[config.mk]
export PLATFORM = sky130hd
export DESIGN_NAME = hpp_host_parallel_port
export DESIGN_NICKNAME = d
export VERILOG_FILES = /design/src/pkg/hpp_pkg.sv /design/src/core/hpp_host_parallel_port.sv
export SDC_FILE = /design/constraint.sdc
export NUM_CORES = 1
export LEC_CHECK = 0
export ABC_CLOCK_PERIOD_IN_PS = 3800
export BUFFER_PORTS_ARGS = -buffer_cell sky130_fd_sc_hd__buf_4
export CORE_MARGIN = 3
export CORE_UTILIZATION = 63
export CTS_CLUSTER_DIAMETER = 200
export CTS_CLUSTER_SIZE = 40
export DETAILED_ROUTE_END_ITERATION = 10
export GPL_TIMING_DRIVEN = 0
export PLACE_DENSITY_LB_ADDON = 0.12
export SYNTH_ARGS = -nofsm -noshare
export SYNTH_HDL_FRONTEND = slang
export SYNTH_SLANG_ARGS = --single-unit
[constraint.sdc]
create_clock -name clk_i -period 3.8 [get_ports clk_i]
set_clock_uncertainty 0.1 [all_clocks]
set_input_delay 0.38 -clock clk_i [delete_from_list [all_inputs] [get_ports clk_i]]
set_output_delay 0.38 -clock clk_i [all_outputs]
set_load 0.01 [all_outputs]
[src/pkg/hpp_pkg.sv]
// Shared constants and types for the host parallel port
package hpp_pkg;

    // ------------------------------------------------------------
    // CPU-side register map
    // ------------------------------------------------------------
    localparam logic [31:0] PORT_CONTROL_ADDR   = 32'h0188_0000;
    localparam logic [31:0] WRITE_ADDR_CPY_ADDR = 32'h0188_0004;
    localparam logic [31:0] READ_ADDR_CPY_ADDR  = 32'h0188_0008;
    localparam logic [31:0] XFER_REQ_CTRL_ADDR  = 32'h018a_0000;

    // ------------------------------------------------------------
    // Reset values and fields
    // ------------------------------------------------------------
    localparam logic [31:0] CTRL_RESET  = 32'h0000_0000;
    localparam logic [31:0] ADDR_RESET  = 32'h0000_0000;
    localparam logic [31:0] TRCTL_RESET = 32'h0000_0000;
    localparam int          CTRL_HALF_SWAP_BIT  = 0;
    localparam int          CTRL_WBUF_FULL_BIT  = 3;
    localparam int          CTRL_FETCH_BUSY_BIT = 4;
    localparam int          TRCTL_PRI_LSB       = 0;
    localparam int          TRCTL_PRI_W         = 3;
    localparam logic [31:0] ADDR_STEP           = 32'h0000_0004;

    // ------------------------------------------------------------
    // Timing
    // ------------------------------------------------------------
    localparam int  CPU_PERIOD_NS    = 40;
    localparam real STB_LOW_MIN_NS   = 12.5;
    localparam int  STB_MIN_PERIODS  = 4;
    localparam int  STB_NS_CYC       = int'($ceil(STB_LOW_MIN_NS / CPU_PERIOD_NS));
    localparam int  STB_LOW_MIN_CYC  =
        (STB_NS_CYC > STB_MIN_PERIODS) ? STB_NS_CYC : STB_MIN_PERIODS;
    localparam int  STB_HIGH_MIN_CYC = STB_MIN_PERIODS;

    // ------------------------------------------------------------
    // Types
    // ------------------------------------------------------------
    typedef enum logic [1:0] {
        SEL_CONTROL  = 2'b00,
        SEL_DATA_INC = 2'b01,
        SEL_ADDRESS  = 2'b10,
        SEL_DATA_FIX = 2'b11
    } hpp_sel_t;

    typedef enum logic [1:0] {
        ST_IDLE  = 2'b00,
        ST_FETCH = 2'b01,
        ST_HOLD  = 2'b10
    } hpp_state_t;

    typedef struct packed {
        logic        cs_n;
        logic        ds1;
        logic        ds2;
        logic        as_n;
        hpp_sel_t    sel;
        logic        rnw;
        logic        hw;
        logic        m16;
        logic [31:0] data;
    } hpp_pins_t;

    typedef struct packed {
        hpp_sel_t sel;
        logic     rnw;
        logic     hw;
    } hpp_cmd_t;

    typedef struct packed {
        logic        req;
        logic        we;
        logic [31:0] addr;
        logic [31:0] wdata;
    } hpp_dma_t;

    typedef struct packed {
        hpp_pins_t   s1;
        hpp_pins_t   s2;
        logic        stb_q;
        logic        as_q;
        hpp_cmd_t    cmd;
        logic        cmd_held;
        hpp_state_t  st;
        logic [31:0] ctrl;
        logic [31:0] waddr;
        logic [31:0] raddr;
        logic [31:0] trctl;
        logic [31:0] rdata;
        logic [31:0] wstage;
        logic [31:0] wbuf;
        logic [31:0] wbuf_addr;
        logic        wbuf_full;
        hpp_dma_t    dma;
        logic [31:0] hd_out;
        logic        hd_oe;
        logic        ready_n;
        logic        cpu_ack;
        logic [31:0] cpu_rdata;
    } hpp_regs_t;

endpackage : hpp_pkg
[src/core/hpp_host_parallel_port.sv]
// Host parallel port: host pin slave, CPU register access, DMA requests
//
// Function
// - Host always initiates; the port only answers host reads and writes.
// - Every host memory word access goes out as one request to the DMA engine; halfword pairs share it.
// - Peripheral registers are reached through the port like ordinary memory.
// - Control and address registers are read/write by CPU and by host.
// - Data window has no CPU address; only the host reaches it.
// - Host address write loads write copy and read copy together.
// - CPU reads and writes the two address copies at separate addresses.
// - Strobe is low when chip select low and exactly one data strobe low.
// - Access select, read-not-write, and in 16-bit mode halfword select, are sampled.
// - 16-bit and 32-bit modes; address strobe pulsed or held high.
// - Data read at first strobe fall of a word issues a DMA read.
// - Ready stays high on a data read until DMA loads the data.
// - Ready stays high on a data write while the write buffer is full.
// - Second halfword read comes from fetched data with no new DMA request.
module hpp_host_parallel_port
    import hpp_pkg::*;
(
    // Clock and reset
    input  wire logic        clk_i,
    input  wire logic        rst_n_i,
    // Host pins
    input  wire logic        chip_select_n_i,
    input  wire logic        data_strobe_one_i,
    input  wire logic        data_strobe_two_i,
    input  wire logic        addr_strobe_n_i,
    input  wire logic [1:0]  access_select_i,
    input  wire logic        read_not_write_i,
    input  wire logic        halfword_select_i,
    input  wire logic        narrow_16bit_mode_i,
    input  wire logic [31:0] host_data_bus_i,
    output logic      [31:0] host_data_bus_o,
    output logic             host_data_bus_oe_o,
    output logic             port_ready_n_o,
    // CPU memory map
    input  wire logic        cpu_req_i,
    input  wire logic        cpu_we_i,
    input  wire logic [31:0] cpu_addr_i,
    input  wire logic [31:0] cpu_wdata_i,
    output logic             cpu_ack_o,
    output logic      [31:0] cpu_rdata_o,
    // DMA address engine
    output logic             dma_req_o,
    output logic             dma_we_o,
    output logic      [31:0] dma_addr_o,
    output logic      [31:0] dma_wdata_o,
    output logic      [2:0]  dma_priority_o,
    input  wire logic        dma_ack_i,
    input  wire logic [31:0] dma_rdata_i
);

    // ------------------------------------------------------------
    // State
    // ------------------------------------------------------------
    hpp_regs_t r;
    hpp_regs_t next_r;

    logic        stb_n;
    logic        stb_fall;
    logic        stb_rise;
    logic        as_fall;

    hpp_cmd_t    cur_cmd;
    hpp_cmd_t    use_cmd;
    logic        mode16;
    logic        second;
    logic        hi_lane;
    logic        is_data;

    logic [31:0] ctrl_view;
    logic [31:0] old_word;
    logic [31:0] new_word;

    // Puts a word on the bus; in 16-bit mode only the chosen half, low lanes
    function automatic logic [31:0] lane_out(
        input logic [31:0] w,
        input logic        m16,
        input logic        hi
    );
        if (!m16)
            return w;
        return {16'h0000, (hi ? w[31:16] : w[15:0])};
    endfunction : lane_out

    // Merges a host write into an existing word
    function automatic logic [31:0] lane_in(
        input logic [31:0] old,
        input logic [31:0] d,
        input logic        m16,
        input logic        hi
    );
        if (!m16)
            return d;
        return hi ? {d[15:0], old[15:0]} : {old[31:16], d[15:0]};
    endfunction : lane_in

    // ------------------------------------------------------------
    // Next state
    // ------------------------------------------------------------
    always_comb
    begin
        next_r = r;

        // Pins pass two flops before any logic looks at them
        next_r.s1.cs_n = chip_select_n_i;
        next_r.s1.ds1  = data_strobe_one_i;
        next_r.s1.ds2  = data_strobe_two_i;
        next_r.s1.as_n = addr_strobe_n_i;
        next_r.s1.sel  = hpp_sel_t'(access_select_i);
        next_r.s1.rnw  = read_not_write_i;
        next_r.s1.hw   = halfword_select_i;
        next_r.s1.m16  = narrow_16bit_mode_i;
        next_r.s1.data = host_data_bus_i;
        next_r.s2      = r.s1;

        // Edge flops reset to idle, so no false edge follows reset
        stb_n = ~(r.s2.ds1 ^ r.s2.ds2) | r.s2.cs_n;
        stb_fall = r.stb_q & ~stb_n;
        stb_rise = ~r.stb_q & stb_n;
        as_fall  = r.as_q & ~r.s2.as_n;
        next_r.stb_q = stb_n;
        next_r.as_q  = r.s2.as_n;

        mode16  = r.s2.m16;
        cur_cmd = '{sel: r.s2.sel, rnw: r.s2.rnw, hw: r.s2.hw};

        // A pulsed address strobe captures the selects early; held high it never
        // falls and the selects are taken at the strobe edge instead.
        if (as_fall && stb_n)
        begin
            next_r.cmd      = cur_cmd;
            next_r.cmd_held = 1'b1;
        end
        use_cmd = stb_fall ? (r.cmd_held ? r.cmd : cur_cmd) : r.cmd;

        second  = mode16 & use_cmd.hw;
        hi_lane = second ^ r.ctrl[CTRL_HALF_SWAP_BIT];
        is_data = (use_cmd.sel == SEL_DATA_INC) || (use_cmd.sel == SEL_DATA_FIX);

        ctrl_view = r.ctrl;
        ctrl_view[CTRL_WBUF_FULL_BIT]  = r.wbuf_full;
        ctrl_view[CTRL_FETCH_BUSY_BIT] = (r.st == ST_FETCH);

        // CPU side: the data window has no address here
        next_r.cpu_ack   = 1'b0;
        next_r.cpu_rdata = 32'h0000_0000;

        // Stray addresses still ack, so the CPU never stalls
        if (cpu_req_i)
        begin
            next_r.cpu_ack = 1'b1;
            if (cpu_we_i)
            begin
                unique case (cpu_addr_i)
                    PORT_CONTROL_ADDR:   next_r.ctrl  = cpu_wdata_i;
                    WRITE_ADDR_CPY_ADDR: next_r.waddr = cpu_wdata_i;
                    READ_ADDR_CPY_ADDR:  next_r.raddr = cpu_wdata_i;
                    XFER_REQ_CTRL_ADDR:  next_r.trctl = cpu_wdata_i;
                    default:             next_r.cpu_ack = 1'b1;
                endcase
            end
            else
            begin
                unique case (cpu_addr_i)
                    PORT_CONTROL_ADDR:   next_r.cpu_rdata = ctrl_view;
                    WRITE_ADDR_CPY_ADDR: next_r.cpu_rdata = r.waddr;
                    READ_ADDR_CPY_ADDR:  next_r.cpu_rdata = r.raddr;
                    XFER_REQ_CTRL_ADDR:  next_r.cpu_rdata = r.trctl;
                    default:             next_r.cpu_rdata = 32'h0000_0000;
                endcase
            end
        end

        // DMA engine: one request outstanding, buffered write goes first
        if (r.dma.req && dma_ack_i)
        begin
            next_r.dma.req = 1'b0;
            if (r.dma.we)
                next_r.wbuf_full = 1'b0;
            else
            begin
                next_r.rdata = dma_rdata_i;
                if (r.st == ST_FETCH)
                begin
                    next_r.hd_out  = lane_out(dma_rdata_i, mode16, r.ctrl[CTRL_HALF_SWAP_BIT]);
                    next_r.ready_n = 1'b0;
                    next_r.st      = ST_HOLD;
                end
                if (r.cmd.sel == SEL_DATA_INC)
                    next_r.raddr = r.raddr + ADDR_STEP;
            end
        end
        else if (!r.dma.req)
        begin
            if (r.wbuf_full)
            begin
                next_r.dma.req   = 1'b1;
                next_r.dma.we    = 1'b1;
                next_r.dma.addr  = r.wbuf_addr;
                next_r.dma.wdata = r.wbuf;
            end
            else if (r.st == ST_FETCH)
            begin
                next_r.dma.req  = 1'b1;
                next_r.dma.we   = 1'b0;
                next_r.dma.addr = r.raddr;
            end
        end

        // Host strobe falling: the access starts
        if (stb_fall)
        begin
            next_r.cmd = use_cmd;
            next_r.st  = ST_HOLD;

            if (use_cmd.rnw)
            begin
                next_r.hd_oe = 1'b1;
                if (is_data && !second)
                begin
                    next_r.st      = ST_FETCH;
                    next_r.ready_n = 1'b1;
                end
                else
                begin
                    unique case (use_cmd.sel)
                        SEL_CONTROL: next_r.hd_out = lane_out(ctrl_view, mode16, hi_lane);
                        SEL_ADDRESS: next_r.hd_out = lane_out(r.raddr, mode16, hi_lane);
                        SEL_DATA_INC,
                        SEL_DATA_FIX: next_r.hd_out = lane_out(r.rdata, mode16, hi_lane);
                    endcase
                    next_r.ready_n = 1'b0;
                end
            end
            else
                next_r.ready_n = is_data & r.wbuf_full;
        end
        else if (r.st == ST_HOLD && !r.cmd.rnw && !stb_n)
            // Ready comes back as soon as the buffer drains
            next_r.ready_n = ((r.cmd.sel == SEL_DATA_INC) || (r.cmd.sel == SEL_DATA_FIX))
                             & r.wbuf_full;

        // Host strobe rising: write data is taken here, bus released
        if (stb_rise)
        begin
            next_r.hd_oe    = 1'b0;
            next_r.ready_n  = 1'b0;
            next_r.st       = ST_IDLE;
            next_r.cmd_held = 1'b0;
            unique case (r.cmd.sel)
                SEL_CONTROL:  old_word = r.ctrl;
                SEL_ADDRESS:  old_word = r.waddr;
                SEL_DATA_INC,
                SEL_DATA_FIX: old_word = r.wstage;
            endcase

            new_word = lane_in(old_word, r.s2.data, mode16, hi_lane);

            if (!r.cmd.rnw)
            begin
                unique case (r.cmd.sel)
                    SEL_CONTROL: next_r.ctrl = new_word;
                    SEL_ADDRESS:
                    begin
                        next_r.waddr = new_word;
                        next_r.raddr = new_word;
                    end
                    SEL_DATA_INC,
                    SEL_DATA_FIX:
                    begin
                        if (!mode16 || second)
                        begin
                            // Buffer is empty here because ready was low
                            next_r.wbuf      = new_word;
                            next_r.wbuf_addr = r.waddr;
                            next_r.wbuf_full = 1'b1;
                            if (r.cmd.sel == SEL_DATA_INC)
                                next_r.waddr = r.waddr + ADDR_STEP;
                        end
                        else
                            next_r.wstage = new_word;
                    end
                endcase
            end
        end
        else
        begin
            old_word = r.wstage;
            new_word = r.wstage;
        end
    end

    // ------------------------------------------------------------
    // Registers
    // ------------------------------------------------------------
    always_ff @(posedge clk_i)
    begin
        if (!rst_n_i)
        begin
            r          <= '0;
            // Chip select and address strobe sync stages start at the idle pin level
            r.s1.cs_n  <= 1'b1;
            r.s2.cs_n  <= 1'b1;
            r.s1.as_n  <= 1'b1;
            r.s2.as_n  <= 1'b1;
            r.stb_q    <= 1'b1;
            r.as_q     <= 1'b1;
            r.st       <= ST_IDLE;
            r.ctrl     <= CTRL_RESET;
            r.waddr    <= ADDR_RESET;
            r.raddr    <= ADDR_RESET;
            r.trctl    <= TRCTL_RESET;
        end
        else
            r <= next_r;
    end

    // ------------------------------------------------------------
    // Outputs
    // ------------------------------------------------------------
    assign host_data_bus_o    = r.hd_out;
    assign host_data_bus_oe_o = r.hd_oe;
    assign port_ready_n_o     = r.ready_n;

    assign cpu_ack_o          = r.cpu_ack;
    assign cpu_rdata_o        = r.cpu_rdata;

    assign dma_req_o          = r.dma.req;
    assign dma_we_o           = r.dma.we;
    assign dma_addr_o         = r.dma.addr;
    assign dma_wdata_o        = r.dma.wdata;
    assign dma_priority_o     = r.trctl[TRCTL_PRI_LSB +: TRCTL_PRI_W];

endmodule : hpp_host_parallel_port

==> flow_summary_export.csv <==
group,metric,value,unit
worst_setup_path,reg2reg_to,"r[324]",
route,post_drt_via_cell_ratio,6.74,
timing,maxSlewViolCount,0,
floorplanning,die-height,198,um
synth,yosysSeqAreaShare,0.416,
floorplanning,coreArea,35900,um2
worst_setup_path,critPathKind,"flop to flop",
synth,ys_ff_latch,481,
route,routed_wl,103,mm
worst_setup_path,crit_top_cell,"nand2_1",
floorplanning,start_util,0.645,
power,vdd_drop_max,0.464,mV
timing,worst_slew_margin_rel,0.0749,
power,p_total,8.27,mW
floorplanning,die-area,39100,um2
synth,synth-async-reset-ratio,0,
status,outcome,"complete, but fails checks",
timing,hold_viol_final,0,
worst_setup_path,timing.rr.start,"dma_req_o",
floorplanning,die_x,198,um
power,power_frac_comb,0.082,
worst_setup_path,crit_buf_inv,2,
status,failed_checks,"negative setup slack",
layout,drive_gt1_frac,0.153,
route,drc_errors,0,
clock_network,cts_sinks,481,
worst_setup_path,crit_path_max_fanout,9,
layout,num-fill-cells,2524,
synth,synth_area,23200,um2
power,power.share.switching,0.252,
route,drt_iter0_markers,4150,
synth,synth_fa_ha_area_frac,0.00108,
global_routing,grt_antenna_before_repair,4,
route,num_vias,25266,
placed_design,dp_slack,0.221,ns
timing,fmax,262,MHz
worst_setup_path,reg2reg_depth,9,
synth,yosysUniqueCellTypes,85,
synth,netlist_instances,2899,
placed_design,dp.cells,3637,
synth,ys_top_cells_by_area,"dfxtp_1 (42%), nand2_1 (9.1%), mux2i_1 (7.1%)",
power,p_int,6.19,mW
power,p_leak,10.3,nW
synth,synth_top_family_by_area,"simple AND/OR/NAND/NOR gates",
timing,finalSetupTns,-0.0193,ns
layout,final_nets,3430,
synth,yosysTopAreaCell,"dfxtp_1",
synth,synth_simple_gate_area_share,0.210,
global_routing,grt-ovfl-total,0,
clock_network,cts_tree,"yes",
global_routing,grt_pass1_vias,24027,
synth,yosysTopAreaCellShare,0.416,
synth,syn_avg_cell_area,7.99,um2
clock_network,clock-root-buffer,"clkbuf_16",
power,seq_power_share,0.621,
floorplanning,io-pin-count,278,
route,wl_per_cell,27.4,um
worst_setup_path,cp_slowest_cell,"nor4_1",
placed_design,hpwlAfterDp,73.9,mm
power,power_frac_clock,0.297,
worst_setup_path,crit_start,"dma_req_o",
synth,synthMuxAreaShare,0.0742,
worst_setup_path,crit_family,"simple AND/OR/NAND/NOR gates",
global_routing,grt_pass1_wl,148,mm
timing,period_share,1.01,
clock_network,h-tree-depth,1,
flow_run,cap_viol_max_count,0,
power,power_density,304,nW/um2
worst_setup_path,cp_num_cells,9,
clock_network,path_clk_slew,0.15,ns
timing,post-route-worst-setup-slack,-0.0193,ns
synth,synth_xor_area_frac,0.00632,
layout,areaGrowthSynthToFinish,17.5,%
timing,rsz0062_at_grt,"no",
min_path,hold-path-cell-count,3,
worst_setup_path,start_kind,"flop",
clock_network,cts_buffers,16,
worst_setup_path,critPathCapture,"r[324]",
worst_setup_path,crit_path_end_kind,"flop",
timing,setup_violations,1,
worst_setup_path,path_cells,"buf_2 > and3b_1 > clkbuf_1 > nand2_1 > nor4_1 > nand2_1 > and3_1 > a211oi_1 > o22ai_1",
timing,worstMarginPinSlew,1.39,ns
global_routing,grt_usage,0.501,
route,ant_nets,0,
placed_design,portBuffers,276,
synth,synth_ff_type,"dfxtp_1",
global_routing,grt_max_degree,41,
synth,synth_compound_area_frac,0.207,
route,firstDrtPassIters,7,
synth,synth_edf_count,0,
worst_setup_path,max_stage_delay,1.11,ns
worst_setup_path,crit_required,4.14,ns
placed_design,gp_congestion,1.07,
clock_network,clkLatencyLatePin,0.59,ns
synth,yosys-top-cells-count,"nand2_1 (563), dfxtp_1 (481), a21oi_1 (278), nor2_1 (224), clkbuf_1 (179)",
timing,fin_crit,3.82,ns
synth,yosysMostFrequentCell,"nand2_1",
min_path,min_path_type,"input port to flop",
worst_setup_path,rrSetupSlack,-0.02,ns
floorplanning,fp-row-count,69,
worst_setup_path,critPathArrivalTime,4.16,ns
layout,layoutNonFillerInstCount,3750,
timing,hold_slack,0.0118,ns
synth,synth_fp_nets,3043,
synth,yosys_warnings,0,
clock_network,clock_path_buffers,3,
power,p_sw,2.08,mW
## power by group through the flow
stage | registers [mW] | clock network (mW) | logic (mW)
after floorplan | 5.22 | 0 | 0.238
after global placement | 5.23 | 0 | 0.536
after detailed placement | 5.23 | 0 | 0.548
after CTS | 5.12 | 2.39 | 0.629
after global routing | 5.13 | 2.54 | 0.691
final | 5.13 | 2.45 | 0.679
## repair_timing
| item | CTS | global route |
|---|---|---|
| resized for setup | 0 | 1 |
| hold endpoints to repair | 107 | 0 |
| buffers inserted | 0 | 0 |
| setup endpoints to repair | 0 | 2 |
| hold buffers | 92 | 0 |
## how the worst min path moves through the flow
stage	from	end	slack, ns
CTS	cpu_wdata_i[3]	r[265]	0.0008
global placement	next_r[439]	r[439]	0.29
floorplan	next_r[436]	next_r[397]	0.29
global route	cpu_wdata_i[25]	r[287]	0.002
finish	cpu_wdata_i[25]	r[287]	0.01
detailed placement	next_r[439]	r[439]	0.31
## cells in the final DEF, fill, tap and decap left out, types with 16 or more instances in the layout
cell type and instances:
o21ai_0 118, o21ai_1 22, mux2i_1 165, nor2_1 223, a221o_1 16, nor4_1 19
nor3_1 38, nand2_1 563, nand2b_1 19, dfxtp_1 481, a31oi_1 39, buf_2 31
a22oi_1 38, dlygate4sd3_1 92, buf_4 413, and2_1 87, a211oi_1 127, clkbuf_16 17
nand3_1 50, a21oi_1 278, and3_1 31, clkbuf_1 180
## per-stage QoR
step                cell area, um2   util
global route                 27200  0.758
global placement             25800  0.718
detailed placement           25800  0.719
finish                       27200  0.758
floorplan                    23200      -
CTS                          27200  0.757
## cell families after synthesis
group,after synthesis
compound gates,761
xor+xnor,15
fa+ha+maj,2
buf+inv,374
flops,481
mux,171
simple gates,1095
## cell type report
| cell class | count | area, um2 | area share |
|---|---|---|---|
| Tap cell | 461 | 577 | 0.0212 |
| Antenna cell | 2 | 5.00 | 0.000184 |
| Clock inverter | 1 | 30.0 | 0.00110 |
| Inverter | 11 | 41.3 | 0.00152 |
| Clock buffer | 18 | 429 | 0.0158 |
| Multi-Input combinational cell | 2044 | 11600 | 0.425 |
| Timing Repair Buffer | 369 | 3000 | 0.110 |
| Sequential cell | 481 | 9630 | 0.354 |
| Buffer | 363 | 1930 | 0.0708 |
## per-layer routing
layer	track usage	wire length (um)
met4	0.358	9470
met3	0.160	15800
met5	0	0
met2	0.759	42800
met1	0.604	34500
## tightest hold or removal path: stages
cell	delay [ns]
buf_4	0.16
nand2_1	0.06
a21oi_1	0.06
## sequential cells by signal, summed over array words and instances, names as in the netlist, 4 cells and up
name / count
cpu_rdata_o: 32
ctrl_view: 31
cur_cmd: 4
dma_addr_o: 32
dma_wdata_o: 32
host_data_bus_o: 32
next_r: 42
r: 267
(Power assumes the default switching activity.)
